`src/verilog/aoc_pkg.sv`:
```
package aoc_pkg;
    // register indices within the analog output page
    localparam logic [7:0] ADDR_GAIN_SEL    = 8'h02;
    localparam logic [7:0] ADDR_MUTE_FOLLOW = 8'h06;
    localparam logic [7:0] ADDR_BOOST       = 8'h07;
    localparam logic [7:0] ADDR_REF_PIN     = 8'h09;

    // field positions
    localparam int LEFT_BIT     = 4;
    localparam int RIGHT_BIT    = 0;
    localparam int FOLLOW_BIT   = 0;
    localparam int DEEMPH_BIT   = 1;
    localparam int REF_PD_BIT   = 0;

    // reset values, reserved bits included
    localparam logic [7:0] RST_GAIN_SEL    = 8'h00;
    localparam logic [7:0] RST_MUTE_FOLLOW = 8'h01;
    localparam logic [7:0] RST_BOOST       = 8'h00;
    localparam logic [7:0] RST_REF_PIN     = 8'h01;

    // value read back for an unmapped index
    localparam logic [7:0] RD_UNMAPPED     = 8'h00;

    // synchroniser depth for the shared pin
    localparam int SYNC_STAGES = 2;
endpackage : aoc_pkg

```
`src/verilog/aoc_sync_if.sv`:
```
`timescale 1ns/1ns
// carries the resynchronised shared pin level from the synchroniser to the bank
interface aoc_sync_if;
    logic pin_level;

    modport source (output pin_level);
    modport sink   (input  pin_level);
endinterface : aoc_sync_if

```
`src/verilog/aoc_pin_sync.sv`:
```
`timescale 1ns/1ns
// two-stage synchroniser for the shared de-emphasis/reference pin
module aoc_pin_sync (
    input  wire logic    ref_clk,
    input  wire logic    rst_n,
    input  wire logic    pin_async,
    aoc_sync_if.source   sync_out
);
    logic [aoc_pkg::SYNC_STAGES-1:0] stage;
    logic [aoc_pkg::SYNC_STAGES-1:0] next_stage;

    // shift in the raw pin; only stage 1 is read outside this chain
    always_comb begin
        next_stage = {stage[aoc_pkg::SYNC_STAGES-2:0], pin_async};
    end

    always_ff @(posedge ref_clk or negedge rst_n) begin
        if (!rst_n) begin
            stage <= '0;
        end else begin
            stage <= next_stage;
        end
    end

    assign sync_out.pin_level = stage[aoc_pkg::SYNC_STAGES-1];
endmodule : aoc_pin_sync

```
`src/verilog/aoc_regs.sv`:
```
`timescale 1ns/1ns
// Notes on behaviour
// left attenuation select at bit 4 gives 0 dB when clear and -6 dB when set, reset clear.
// right attenuation select at bit 0 gives 0 dB when clear and -6 dB when set, reset clear.
// with mute follow enabled analog mute tracks digital mute, otherwise it never does; resets on.
// left amplitude boost at bit 4 selects normal or +10% (+0.8 dB) amplitude, reset normal.
// right amplitude boost at bit 0 selects normal or +10% amplitude, reset normal.
// pin de-emphasis select at bit 1 routes the shared pin to de-emphasis, else the pin is ignored.
// reference powerdown at bit 0 powers the common-mode reference down when set; resets set.
// reserved bits reset to zero, are stored and read back, and steer nothing.
module aoc_regs (
    input  wire logic       ref_clk,
    input  wire logic       rst_n,
    input  wire logic       reg_wr,
    input  wire logic       reg_rd,
    input  wire logic [7:0] reg_addr,
    input  wire logic [7:0] reg_wdata,
    output logic      [7:0] reg_rdata,
    output logic            reg_rvalid,
    input  wire logic       digital_mute,
    input  wire logic       shared_deemph_ref_pin,
    output logic            left_attenuation_sel,
    output logic            right_attenuation_sel,
    output logic            left_amplitude_boost,
    output logic            right_amplitude_boost,
    output logic            analog_mute,
    output logic            deemphasis_ctrl,
    output logic            reference_powerdown
);
    logic [7:0] gain_sel;
    logic [7:0] mute_follow;
    logic [7:0] boost;
    logic [7:0] ref_pin;
    logic [7:0] next_gain_sel;
    logic [7:0] next_mute_follow;
    logic [7:0] next_boost;
    logic [7:0] next_ref_pin;
    logic [7:0] next_rdata;
    logic       next_rvalid;
    logic       next_analog_mute;
    logic       next_deemph;

    aoc_sync_if pin_if ();

    // the pin comes from off chip, so it is resynchronised before any use
    aoc_pin_sync u_sync (
        .ref_clk   (ref_clk),
        .rst_n     (rst_n),
        .pin_async (shared_deemph_ref_pin),
        .sync_out  (pin_if.source)
    );

    // read mux shared by the read path; unmapped indices answer zero
    function automatic logic [7:0] read_mux(
        input logic [7:0] addr,
        input logic [7:0] g,
        input logic [7:0] m,
        input logic [7:0] b,
        input logic [7:0] r
    );
        logic [7:0] v;
        v = aoc_pkg::RD_UNMAPPED;
        case (addr)
            aoc_pkg::ADDR_GAIN_SEL:    v = g;
            aoc_pkg::ADDR_MUTE_FOLLOW: v = m;
            aoc_pkg::ADDR_BOOST:       v = b;
            aoc_pkg::ADDR_REF_PIN:     v = r;
            default:                   v = aoc_pkg::RD_UNMAPPED;
        endcase
        return v;
    endfunction : read_mux

    // register writes: whole bytes stored, reserved bits kept but unused
    always_comb begin
        next_gain_sel    = gain_sel;
        next_mute_follow = mute_follow;
        next_boost       = boost;
        next_ref_pin     = ref_pin;
        if (reg_wr) begin
            case (reg_addr)
                aoc_pkg::ADDR_GAIN_SEL:    next_gain_sel    = reg_wdata;
                aoc_pkg::ADDR_MUTE_FOLLOW: next_mute_follow = reg_wdata;
                aoc_pkg::ADDR_BOOST:       next_boost       = reg_wdata;
                aoc_pkg::ADDR_REF_PIN:     next_ref_pin     = reg_wdata;
                default:                   next_gain_sel    = gain_sel;  // writes elsewhere dropped
            endcase
        end
    end

    always_ff @(posedge ref_clk or negedge rst_n) begin
        if (!rst_n) begin
            gain_sel    <= aoc_pkg::RST_GAIN_SEL;
            mute_follow <= aoc_pkg::RST_MUTE_FOLLOW;
            boost       <= aoc_pkg::RST_BOOST;
            ref_pin     <= aoc_pkg::RST_REF_PIN;
        end else begin
            gain_sel    <= next_gain_sel;
            mute_follow <= next_mute_follow;
            boost       <= next_boost;
            ref_pin     <= next_ref_pin;
        end
    end

    // read path: data registered one cycle after the strobe
    always_comb begin
        next_rvalid = reg_rd;
        next_rdata  = reg_rd ? read_mux(reg_addr, gain_sel, mute_follow, boost, ref_pin)
                             : reg_rdata;
    end

    always_ff @(posedge ref_clk or negedge rst_n) begin
        if (!rst_n) begin
            reg_rdata  <= 8'h00;
            reg_rvalid <= 1'b0;
        end else begin
            reg_rdata  <= next_rdata;
            reg_rvalid <= next_rvalid;
        end
    end

    // derived controls; registered so the analog side sees glitch-free levels
    always_comb begin
        next_analog_mute = digital_mute & mute_follow[aoc_pkg::FOLLOW_BIT];
        next_deemph      = pin_if.pin_level & ref_pin[aoc_pkg::DEEMPH_BIT];
    end

    always_ff @(posedge ref_clk or negedge rst_n) begin
        if (!rst_n) begin
            analog_mute     <= 1'b0;
            deemphasis_ctrl <= 1'b0;
        end else begin
            analog_mute     <= next_analog_mute;
            deemphasis_ctrl <= next_deemph;
        end
    end

    // static fields go straight out of their storage flops
    assign left_attenuation_sel  = gain_sel[aoc_pkg::LEFT_BIT];
    assign right_attenuation_sel = gain_sel[aoc_pkg::RIGHT_BIT];
    assign left_amplitude_boost  = boost[aoc_pkg::LEFT_BIT];
    assign right_amplitude_boost = boost[aoc_pkg::RIGHT_BIT];
    assign reference_powerdown   = ref_pin[aoc_pkg::REF_PD_BIT];
endmodule : aoc_regs

```
`config.mk`:
```
export PLATFORM = sky130hd
export DESIGN_NAME = aoc_regs
export DESIGN_NICKNAME = d
export VERILOG_FILES = /design/src/verilog/aoc_pkg.sv /design/src/verilog/aoc_sync_if.sv /design/src/verilog/aoc_pin_sync.sv /design/src/verilog/aoc_regs.sv
export SDC_FILE = /design/constraint.sdc
export NUM_CORES = 1
export LEC_CHECK = 0
export ABC_AREA = 0
export ABC_CLOCK_PERIOD_IN_PS = 1400
export BUFFER_PORTS_ARGS = -buffer_cell sky130_fd_sc_hd__buf_2
export CAP_MARGIN = 20
export CELL_PAD_IN_SITES_DETAIL_PLACEMENT = 1
export CELL_PAD_IN_SITES_GLOBAL_PLACEMENT = 1
export CORE_MARGIN = 2
export CORE_UTILIZATION = 30
export DETAILED_ROUTE_END_ITERATION = 16
export GPL_TIMING_DRIVEN = 0
export PLACE_DENSITY_LB_ADDON = 0.1
export SYNTH_ARGS = -nofsm -noshare
export SYNTH_HDL_FRONTEND = slang
export SYNTH_HIERARCHICAL = 1
export SYNTH_SLANG_ARGS = --single-unit
```
`constraint.sdc`:
```
create_clock -name ref_clk -period 1.4 [get_ports ref_clk]
set_input_delay 0.07 -clock ref_clk [delete_from_list [all_inputs] [get_ports ref_clk]]
set_output_delay 0.07 -clock ref_clk [all_outputs]
set_load 0.02 [all_outputs]
```
Word-level counts from Yosys, hierarchy flattened

Cells that the tools add are included.

Eq/ne operators: 4
Mux-type cells: 1
Reduce and logical (&&, ||, !) cells: 4
Bitwise gates (word level): 2

Operator list:

| kind                                          | count |
|---|---|
| one-hot mux 8 bit (4 select lines)            | 1 |
| == test 8 x 3 -> 1 bit, second input constant | 2 |
| == test 8 x 2 -> 1 bit, second input constant | 1 |
| == test 8 x 4 -> 1 bit, second input constant | 1 |
| AND reduction 2 bit                           | 4 |
| AND 1 bit                                     | 2 |

Output and inout port bits: 16
Logic and storage cells: 20
Flip-flop bits (word level): 45
Bits of input ports: 22

Logic depth before layout (Yosys ltp)

Gate-level depths: netlist of the first run.

Word-level depth: 2
Gate-level depth with buffers: 6

Modules after synthesis

The synthesis of the first run kept the hierarchy.

By module, submodules not included:

| module       | sequential area each (um^2) | area each (um^2) | times used | cells each |
|---|---|---|---|---|
| aoc_regs     | 1078.5                      | 1901.8           | 1          | 141 |
| aoc_pin_sync | 50.0                        | 50.0             | 1          | 2 |

Worst setup path before layout of the first run

OpenSTA, ideal clock, no wires.

Path type: in2reg
Start point: in reg_addr[5]
End point: reg gain_sel[0]
Arrival time: 1546 ps
Stages on the path: 5
Slack: -271 ps
Buffers on the path: 1
Path through: or4_4 nor3b_2 nor4bb_1 buf_4 mux2_2

Word-level cells in the longest chain between the ends: 2

Ends and longest elaborated chain:

| item                          | line           | source |
|---|---|---|
| from (decl)                   | aoc_regs.sv:16 | `input wire logic [7:0] reg_addr,` |
| == test 8 x 2 -> 1 bit        | aoc_regs.sv:80 | `case (reg_addr)` |
| AND reduction 2 bit (no line) | n/a            |  |
| to (signal assigned)          | aoc_regs.sv:92 | `gain_sel <= aoc_pkg::RST_GAIN_SEL;` |
| to (signal assigned)          | aoc_regs.sv:97 | `gain_sel <= next_gain_sel;` |
| to (decl)                     | aoc_regs.sv:30 | `logic [7:0] gain_sel;` |

Every way passes these cells.
A chain may end at the register's enable or synchronous reset.

Worst setup path after layout of the first run

Start point: in reg_addr[5]
End point: reg gain_sel[7]

Same word-level chain as after synthesis.

==> results by group, run 1 <==
Power
  – Power per Cell Area: 1031 nW/µm²
  – Share of total power in the clock network: 34.6%
  – LEAKAGE: 1.257 nW
  – Portion of total power attributed to sequential cells: 54.4%
  – Switching share of power: 24.70%
  – Worst VDD drop: 393.4 µV
  – Combinational share of power: 11.0%
  – Internal power: 1.938 mW
  – Switch Pwr: 635.7 µW

Placed design
  – Port-buffer cells: 37
  – Post-DP HPWL: 3229 µm
  – Gp weighted congestion: 0.7726
  – Placed Cells: 257

Hold path
  – Worst min-delay path category: input pin to flip-flop

Critical path
  – Arrival time at the worst endpoint: 1.75 ns
  – Crit path top cell by count: buf_6
  – Worst Path Class, Setup: input pin to flip-flop
  – Slowest cell on the critical path: or4_4
  – CP Max Fanout: 8
  – Endpoint class of the critical path: flip-flop
  – Critical Path RT: 1.59 ns
  – Crit-path cells: buf_6 -> or4_4 -> nor3b_4 -> nor4bb_4 -> buf_6 -> mux2_2
  – Worst Path Buf+Inv: 2
  – Setup crit start kind: input pin
  – Worst path max stage delay: 0.54 ns
  – CP delay by family, top: simple AND/OR/NAND/NOR gates

STA
  – Final min period: 1.563 ns
  – Hold Violations, Final: 0
  – RSZ-0062 raised after global routing: yes
  – Setup TNS: -2.564 ns
  – Max-slew violation count: 0
  – Setup Skew: 0.008441 ns
  – Slew at the pin with the worst max-slew slack: 0.4311 ns
  – Peak Freq: 0.6399 GHz
  – Setup violations, final: 24
  – Worst slew margin: 71.26%
  – Final period util: 111.6%
  – Setup ws final: -0.1629 ns

Outcome
  – Outcome: finished with violations
  – Failing checks: setup timing

Cells and area
  – Ant. Diodes: 0
  – Post-route non-filler standard cell count: 275
  – Layout cells sized above 1: 50.51%
  – Synthesis-to-layout area growth: 27.95%
  – Nets: 219

Routing
  – Routed WL: 4759 µm
  – DRC Markers: 0
  – Final ANT Viol Nets: 0
  – Detailed Route Iter0 Violations: 38
  – Drt wl/cell: 17.31 µm
  – DR pass1 iterations: 2
  – Routed via count: 1349
  – Vias per cell: 4.905

Logic synthesis
  – Ys Warns: 6
  – Cells after synthesis: 143
  – Post-synthesis cell type count: 24
  – Syn avg cell area: 13.65 µm²
  – Post-Syn Area: 1952 µm²
  – Post-synthesis sequential area ratio: 57.82%
  – Synthesized net count: 165
  – Seq cells post-synth: 45

GRT
  – Initial antenna violation count: 0
  – First-pass GRT wire length: 7797 µm
  – Met3 usage: 3.835%
  – Largest net degree at the start of global routing: 46
  – Gr usage total: 14.20%
  – Vias in the first global route: 1465
  – Total congestion overflow: 0
  – Global routing met2 resource utilization: 21.83%
  – Busiest layer in global routing: met2
  – GRT met1 Usage: 19.28%

CTS
  – Max clock buf depth: 2
  – CTS tree: built
  – CTS root buf: clkbuf_8
  – Num CTS Buffers: 5
  – H-Tree Depth: 2
  – Total clock sinks: 45
  – Worst skew pair latency: 0.30 ns
  – Reg clk slew, reported paths: 0.09 ns

Floorplanning
  – DIE AREA: 7167 µm²
  – Starting Density: 30.92%
  – IO Pins: 38
  – Core area: 6314 µm²
  – Die Y: 84.66 µm
  – Die X: 84.66 µm
  – Rows: 29

Job
  – Max_cap viols: 0
[registers in the layout (all words and copies together) (netlist names), 2 cells and up]
register	flops
reg_rdata	8
boost	8
gain_sel	8
u_sync/stage	2
ref_pin	8
mute_follow	8
[logic make-up after synthesis]
kind of cell | synth area share, %
buffers and inverters | 2.243
DFF | 57.82
AOI/OAI and AO/OA | 7.180
and+or+nand+nor | 9.808
muxes | 22.95
[path summary, 6_finish.rpt]
| path | start | to | slack, ns | depth (start not counted) |
|---|---|---|---|---|
| max in group asynchronous | rst_n | ref_pin[0] | 0.75 | 3 |
| hold reg to reg | u_sync/stage[0] | u_sync/stage[1] | 0.36 | 0 |
| setup reg to reg | mute_follow[0] | reg_rdata[0] | 0.32 | 4 |
| min in group asynchronous | rst_n | deemphasis_ctrl | 0.14 | 2 |
| setup / recovery | reg_addr[5] | gain_sel[7] | -0.16 | 6 |
| hold / removal | reg_wdata[0] | boost[0] | 0.04 | 2 |
[power by group through the flow]
stage / Combinational, mW / Clock (mW) / Sequential [mW]
6_report: 0.284 / 0.890 / 1.40
5_1_grt: 0.312 / 0.981 / 1.41
4_1_cts: 0.280 / 0.926 / 1.40
3_5_place_dp: 0.260 / 0 / 1.43
3_3_place_gp: 0.253 / 0 / 1.42
2_1_floorplan: 0.104 / 0 / 1.45
[layer usage]
metal	vias up	share of wire, %	wire length (µm)
met3	7	4.0	189
li1	630	-	-
met5	-	0	0
met1	683	48	2278
met2	29	47	2217
met4	0	1.5	73
[cells in the final DEF, fill, tap and decap left out, drive strengths merged]
cell	n
buf	47
dfrtp	43
mux2	32
clkbuf	11
mux2i	8
nand3	8
o21ai	8
nor2	8
a22oi	8
a21oi	8
dlygate4sd3	4
and2	2
dfstp	2
or4	1
nor3b	1
nand4b	1
nand4	1
nand3b	1
nor3	1
nand2	1
nor4bb	1
clkinv	1
[synth_stat cells, drive strengths merged]
| master | instances | area (µm²) |
|---|---|---|
| a21oi | 8 | 40.04 |
| a22oi | 8 | 60.06 |
| and2 | 2 | 12.51 |
| buf | 5 | 32.53 |
| clkbuf | 3 | 11.26 |
| dfrtp | 43 | 1076 |
| dfstp | 2 | 52.55 |
| mux2 | 32 | 367.9 |
| mux2i | 8 | 80.08 |
| nand2 | 1 | 6.260 |
| nand3 | 8 | 40.04 |
| nand3b | 1 | 7.510 |
| nand4 | 1 | 21.27 |
| nand4b | 1 | 23.77 |
| nor2 | 8 | 30.03 |
| nor3 | 1 | 16.27 |
| nor3b | 1 | 12.51 |
| nor4bb | 1 | 10.01 |
| o21ai | 8 | 40.04 |
| or4 | 1 | 11.26 |
[area by class of cell]
class / instances / area [µm²]
Multi-Input combinational cell: 90 / 825.8
Sequential cell: 45 / 1129
Timing Repair Buffer: 47 / 292.8
Clock buffer: 7 / 96.34
Clock inverter: 1 / 5.005
Tap cell: 77 / 96.34
Fill cell: 686 / 3816
Buffer: 8 / 52.55
[repair_timing]
action                                  in CTS  in global routing
endpoints found under the setup margin      34                 31
hold buffers                                 4                  0
buffers inserted                             5                  0
gates resized for setup                      8                  8
endpoints found under the hold margin       46                  0
pin swaps                                    1                  2
[per-stage QoR]
| step | total power [mW] | hold WS (ns) | cell area [µm²] | setup WS (ns) | utilization, % |
|---|---|---|---|---|---|
| global route | 2.703 | 0.04349 | 2497 | -0.2102 | 39.56 |
| CTS | 2.606 | 0.03101 | 2449 | -0.1938 | 38.78 |
| detailed placement | 1.687 | 0.1824 | 2233 | -0.5827 | 35.37 |
| global placement | 1.675 | 0.1785 | 2233 | -0.5501 | 35.37 |
| floorplan | 1.555 | -0.2256 | 1952 | -0.2703 | - |
| finish | 2.574 | 0.04037 | 2497 | -0.1629 | 39.56 |
Note: power is estimated with default switching activity, not from simulation.
==> inputs of run 2 (changes only) <==
--- a/config.mk
+++ b/config.mk
@@ -6,7 +6,6 @@
 export NUM_CORES = 1
 export LEC_CHECK = 0
 export ABC_AREA = 0
-export ABC_CLOCK_PERIOD_IN_PS = 1400
 export BUFFER_PORTS_ARGS = -buffer_cell sky130_fd_sc_hd__buf_2
 export CAP_MARGIN = 20
 export CELL_PAD_IN_SITES_DETAIL_PLACEMENT = 1
==> constraint.sdc (replaced) <==
create_clock -name ref_clk -period 1.3 [get_ports ref_clk]
set_input_delay 0.065 -clock ref_clk [delete_from_list [all_inputs] [get_ports ref_clk]]
set_output_delay 0.065 -clock ref_clk [all_outputs]
set_load 0.02 [all_outputs]
==> run 2 against run 1 <==
Against the previous run: non-clock buffer count increased by 1; combinational power increased by 11%; the flow still finishes with violations (setup timing); first-iteration DRC count increased by 16%; utilization increased by 0.97 points; largest power group unchanged; sequential power increased by 8%; die area unchanged; largest cell class unchanged.
==> results by group, run 2 (synthesis gave the netlist of run 1 again) <==
Outcome
  – Outcome: finished with violations
  – Failing checks: setup timing

CTS
  – H-Tree Depth: 2
  – CTS root buf: clkbuf_8
  – Reg clk slew, reported paths: 0.08 ns
  – Max clock buf depth: 2
  – CTS tree: built
  – Total clock sinks: 45
  – Num CTS Buffers: 5
  – Worst skew pair latency: 0.31 ns

STA
  – Final min period: 1.563 ns
  – Hold Violations, Final: 0
  – RSZ-0062 raised after global routing: yes
  – Slew at the pin with the worst max-slew slack: 0.4608 ns
  – Setup violations, final: 40
  – Setup TNS: -7.228 ns
  – Setup Skew: 0.007946 ns
  – Final period util: 120.2%
  – Peak Freq: 0.6399 GHz
  – Max-slew violation count: 0
  – Worst slew margin: 69.28%
  – Setup ws final: -0.2627 ns

Power
  – Worst VDD drop: 428.3 µV
  – Pwr Total: 2.795 mW
  – LEAKAGE: 1.272 nW
  – Power per Cell Area: 1092 nW/µm²

Critical path
  – Critical Path RT: 1.49 ns
  – Arrival time at the worst endpoint: 1.76 ns
  – Crit path top cell by count: buf_6
  – Worst Path Class, Setup: input pin to flip-flop
  – Crit-path cells: buf_6 -> or4_4 -> nor3b_4 -> nor4bb_4 -> buf_6 -> mux2_2
  – CP Max Fanout: 8
  – Worst path max stage delay: 0.54 ns
  – Endpoint class of the critical path: flip-flop
  – Setup crit start kind: input pin
  – R2R Setup Slk: 0.19 ns
  – Slowest cell on the critical path: or4_4

GRT
  – Gr usage total: 14.27%
  – Vias in the first global route: 1488
  – Initial antenna violation count: 0
  – Total congestion overflow: 0
  – First-pass GRT wire length: 7879 µm
  – Largest net degree at the start of global routing: 46

Cells and area
  – Synthesis-to-layout area growth: 31.09%
  – # fillers: 682
  – Core Util, Final: 40.53%
  – Ant. Diodes: 0
  – Most common cell after layout, fill and taps aside: dfrtp_1
  – Layout cells sized above 1: 54.27%
  – Nets: 220
  – Commonest non-fill, non-tap cells in the layout: dfrtp_1 (43), buf_2 (38), mux2_2 (23), mux2_4 (9)

Job
  – Max_cap viols: 0

Routing
  – Detailed Route Iter0 Violations: 44
  – Drt wl/cell: 17.46 µm
  – DR pass1 iterations: 4
  – Final ANT Viol Nets: 0
  – Routed via count: 1343
  – Vias per cell: 4.866
  – DRC Markers: 0
  – Routed WL: 4820 µm

Floorplanning
  – Starting Density: 30.92%
  – DIE AREA: 7167 µm²
  – Die Y: 84.66 µm
  – IO Pins: 38
  – Core area: 6314 µm²
  – Die X: 84.66 µm
  – Rows: 29

Hold path
  – Worst min-delay path category: input pin to flip-flop

Placed design
  – Gp weighted congestion: 0.7726
  – Post-DP HPWL: 3229 µm
  – Port-buffer cells: 37
==> run 2: changes by cell type in the layout (fill, tap and decap cells not counted), moves of 4 or more <==
cell / previous run / this run
mux2_2: 27 / 23
mux2_4: 5 / 9
a22oi_2: 1 / 8
a22oi_1: 7 / 0
==> run 2: final timing paths <==
path | startpoint | endpoint | cells past startpoint
min | reg_wdata[3] | mute_follow[3] | 2
min reg2reg | u_sync/stage[0] | u_sync/stage[1] | 0
max | reg_addr[5] | gain_sel[7] | 6
max reg2reg | mute_follow[0] | reg_rdata[0] | 4
max in group asynchronous | rst_n | ref_pin[0] | 3
min in group asynchronous | rst_n | deemphasis_ctrl | 2
==> run 2: per-layer routing <==
| layer | wire length (µm) | track usage, % |
|---|---|---|
| met4 | 72 | 5.195 |
| met1 | 2272 | 19.28 |
| met5 | 0 | 0 |
| met3 | 224 | 3.933 |
| met2 | 2251 | 21.98 |
==> run 2: report_power, final <==
group	internal [mW]	total, mW	leakage [nW]	switching (mW)
registers	1.47	1.51	0.597	0.0389
clock network	0.481	0.970	0.0542	0.489
logic	0.141	0.315	0.621	0.174
total	2.09	2.79	1.27	0.702
==> run 2: final cells by class <==
type	count	area, µm²	area share [%]
Sequential cell	45	1129	44.11
Tap cell	77	96.34	3.765
Multi-Input combinational cell	90	879.6	34.38
Buffer	8	48.80	1.907
Clock buffer	7	96.34	3.765
Timing Repair Buffer	48	304.0	11.88
Clock inverter	1	5.005	0.1956
==> run 2: metrics by stage <==
step | hold slack (ns) | std cells | instance area (µm²) | setup WS, ns
finish | 0.03038 | 276 | 2559 | -0.2627
global route | 0.03903 | 276 | 2559 | -0.3091
CTS | 0.02756 | 276 | 2502 | -0.2888
detailed placement | 0.1774 | 257 | 2233 | -0.6777
global placement | 0.1735 | 257 | 2233 | -0.6451
floorplan | -0.2306 | 143 | 1952 | -0.3653
==> run 2: critical path: cells and delay by family <==
family | cells | cell delay [ns]
buffers and inverters | 2 | 0.29
muxes | 1 | 0.34
and+or+nand+nor | 3 | 1.04
==> run 2: timing repair <==
action	in CTS	in global routing
resized for setup	16	13
setup buffers	7	1
setup endpoints to repair	37	40
pin swaps	11	3
hold endpoints to repair	46	0
hold buffers	4	0
==> inputs of run 3 (changes only) <==
--- a/config.mk
+++ b/config.mk
@@ -10,7 +10,6 @@
 export CAP_MARGIN = 20
 export CELL_PAD_IN_SITES_DETAIL_PLACEMENT = 1
 export CELL_PAD_IN_SITES_GLOBAL_PLACEMENT = 1
-export CORE_MARGIN = 2
 export CORE_UTILIZATION = 30
 export DETAILED_ROUTE_END_ITERATION = 16
 export GPL_TIMING_DRIVEN = 0
==> run 3 against run 2 <==
Against the previous run: the run still ends with setup timing left; sequential power about the same; clock skew increased by 0.0013 ns; first-iteration DRC count decreased by 41%; non-clock buffer count decreased by 1; flip-flop and latch count unchanged; register-to-register slack improved by 0.03 ns.
==> results by group, run 3 (synthesis gave the netlist of run 1 again) <==
Outcome
  – Outcome: finished with violations
  – Failing checks: setup timing

Critical path
  – Endpoint class of the critical path: flip-flop
  – CP Max Fanout: 8
  – Worst path max stage delay: 0.55 ns
  – Arrival time at the worst endpoint: 1.71 ns
  – Reg2reg end: reg_rdata[0]
  – Worst reg2reg path depth: 4
  – R2R Setup Slk: 0.22 ns
  – Critical Path RT: 1.48 ns
  – Worst R2R Start: mute_follow[0]
  – Crit path top cell by count: buf_6
  – Crit-path cells: buf_6 -> or4_4 -> buf_4 -> buf_6 -> nor3_4 -> nand2_4 -> mux2_4
  – Setup crit start kind: input pin
  – Worst Path Class, Setup: input pin to flip-flop
  – Slowest cell on the critical path: or4_4

Power
  – Power per Cell Area: 1192 nW/µm²
  – Worst VDD drop: 466.6 µV
  – LEAKAGE: 1.275 nW

Routing
  – Routed via count: 1346
  – Detailed Route Iter0 Violations: 26
  – Final ANT Viol Nets: 0
  – Routed WL: 4848 µm
  – Vias per cell: 4.895
  – Drt wl/cell: 17.63 µm
  – DRC Markers: 0
  – DR pass1 iterations: 4

Floorplanning
  – Core area: 6314 µm²
  – Rows: 29
  – IO Pins: 38
  – Die X: 82.66 µm
  – Starting Density: 30.92%
  – DIE AREA: 6833 µm²
  – Die Y: 82.66 µm

STA
  – Setup Skew: 0.009271 ns
  – Worst slew margin: 63.98%
  – Final period util: 117.7%
  – Hold Violations, Final: 0
  – Setup violations, final: 40
  – RSZ-0062 raised after global routing: yes
  – Slew at the pin with the worst max-slew slack: 0.5403 ns
  – Peak Freq: 0.6536 GHz
  – Final min period: 1.530 ns
  – Setup ws final: -0.2301 ns
  – Max-slew violation count: 0

CTS
  – Reg clk slew, reported paths: 0.08 ns
  – H-Tree Depth: 2
  – CTS tree: built
  – Max clock buf depth: 2
  – Num CTS Buffers: 5
  – Total clock sinks: 45
  – Worst skew pair latency: 0.30 ns
  – CTS root buf: clkbuf_8

Cells and area
  – Commonest non-fill, non-tap cells in the layout: dfrtp_1 (43), buf_2 (38), mux2_2 (21), mux2_4 (11)
  – Post-route non-filler standard cell count: 275
  – Most common cell after layout, fill and taps aside: dfrtp_1
  – Layout cells sized above 1: 53.03%
  – Nets: 219
  – # fillers: 676
  – Final Cell Area: 2590 µm²
  – Synthesis-to-layout area growth: 32.69%
  – Ant. Diodes: 0

Placed design
  – Post-Place Setup Slack: -0.6736 ns
  – Placed Cells: 257
  – Gp weighted congestion: 0.6835
  – Port-buffer cells: 37
  – Post-DP HPWL: 3294 µm
  – Placed Instance Area: 2233 µm²

GRT
  – Busiest layer in global routing: met2
  – First-pass GRT wire length: 7555 µm
  – Met3 usage: 3.407%
  – GRT met1 Usage: 20.33%
  – Largest net degree at the start of global routing: 46
  – Gr usage total: 15.78%
  – Global routing met2 resource utilization: 25.90%
  – Vias in the first global route: 1447
  – Initial antenna violation count: 0
  – Total congestion overflow: 0

Hold path
  – Worst min-delay path category: input pin to flip-flop
  – Endpoint, Worst Hold: ref_pin[4]
  – Worst hold stages: 2
  – Hold Crit Start: reg_wdata[4]

Job
  – Max_cap viols: 0
==> run 3: critical path: cells and delay by family <==
family,cells,cell delay (ns)
AND/OR/NAND/NOR,3,0.96
buffers and inverters,3,0.36
multiplexers,1,0.33
==> run 3: layout make-up <==
type                            instances  area (µm²)  area share (%)
Timing Repair Buffer                   47       304.0           11.74
Tap cell                               77       96.34           3.720
Clock buffer                            5       68.82           2.657
Sequential cell                        45        1129           43.57
Multi-Input combinational cell         90       878.3           33.91
Clock inverter                          3       65.06           2.512
Buffer                                  8       48.80           1.884
==> run 3: worst max-delay path by stage <==
| stage | endpoint | slack, ns | cells past startpoint | from |
|---|---|---|---|---|
| CTS | gain_sel[5] | -0.28 | 6 | reg_addr[6] |
| global placement | ref_pin[1] | -0.65 | 5 | reg_addr[5] |
| detailed placement | ref_pin[5] | -0.67 | 5 | reg_addr[5] |
| global route | gain_sel[5] | -0.29 | 6 | reg_addr[6] |
| finish | ref_pin[5] | -0.23 | 7 | reg_addr[6] |
| floorplan | gain_sel[0] | -0.37 | 5 | reg_addr[5] |
==> run 3: power by group <==
part           internal, mW  switching, mW  total, mW  leakage, nW
clock network         0.764          0.495       1.26       0.0681
registers              1.47         0.0379       1.51        0.597
logic                 0.144          0.176      0.320        0.610
==> run 3: metrics by stage <==
stage	total power [mW]	hold WS, ns	util, %	setup TNS, ns
2_1_floorplan	1.675	-0.2306	-	-8.837
3_3_place_gp	1.800	0.1738	35.37	-21.98
3_5_place_dp	1.817	0.1751	35.37	-22.31
4_1_cts	3.113	0.02913	39.68	-5.164
5_1_grt	3.230	0.03025	41.02	-8.490
6_report	3.088	0.04085	41.02	-6.604
==> run 3: metal layers <==
metal  part of all wire [%]  vias up
li1                       -      632
met1                     44      680
met2                     51       30
met3                    4.0        4
met4                   0.87        0
met5                      0        -
==> run 3: repair_timing <==
item	CTS	global route
pin swaps	9	8
buffers inserted	4	1
gates resized for setup	16	10
endpoints found under the hold margin	46	0
hold buffers	4	0
endpoints found under the setup margin	38	40
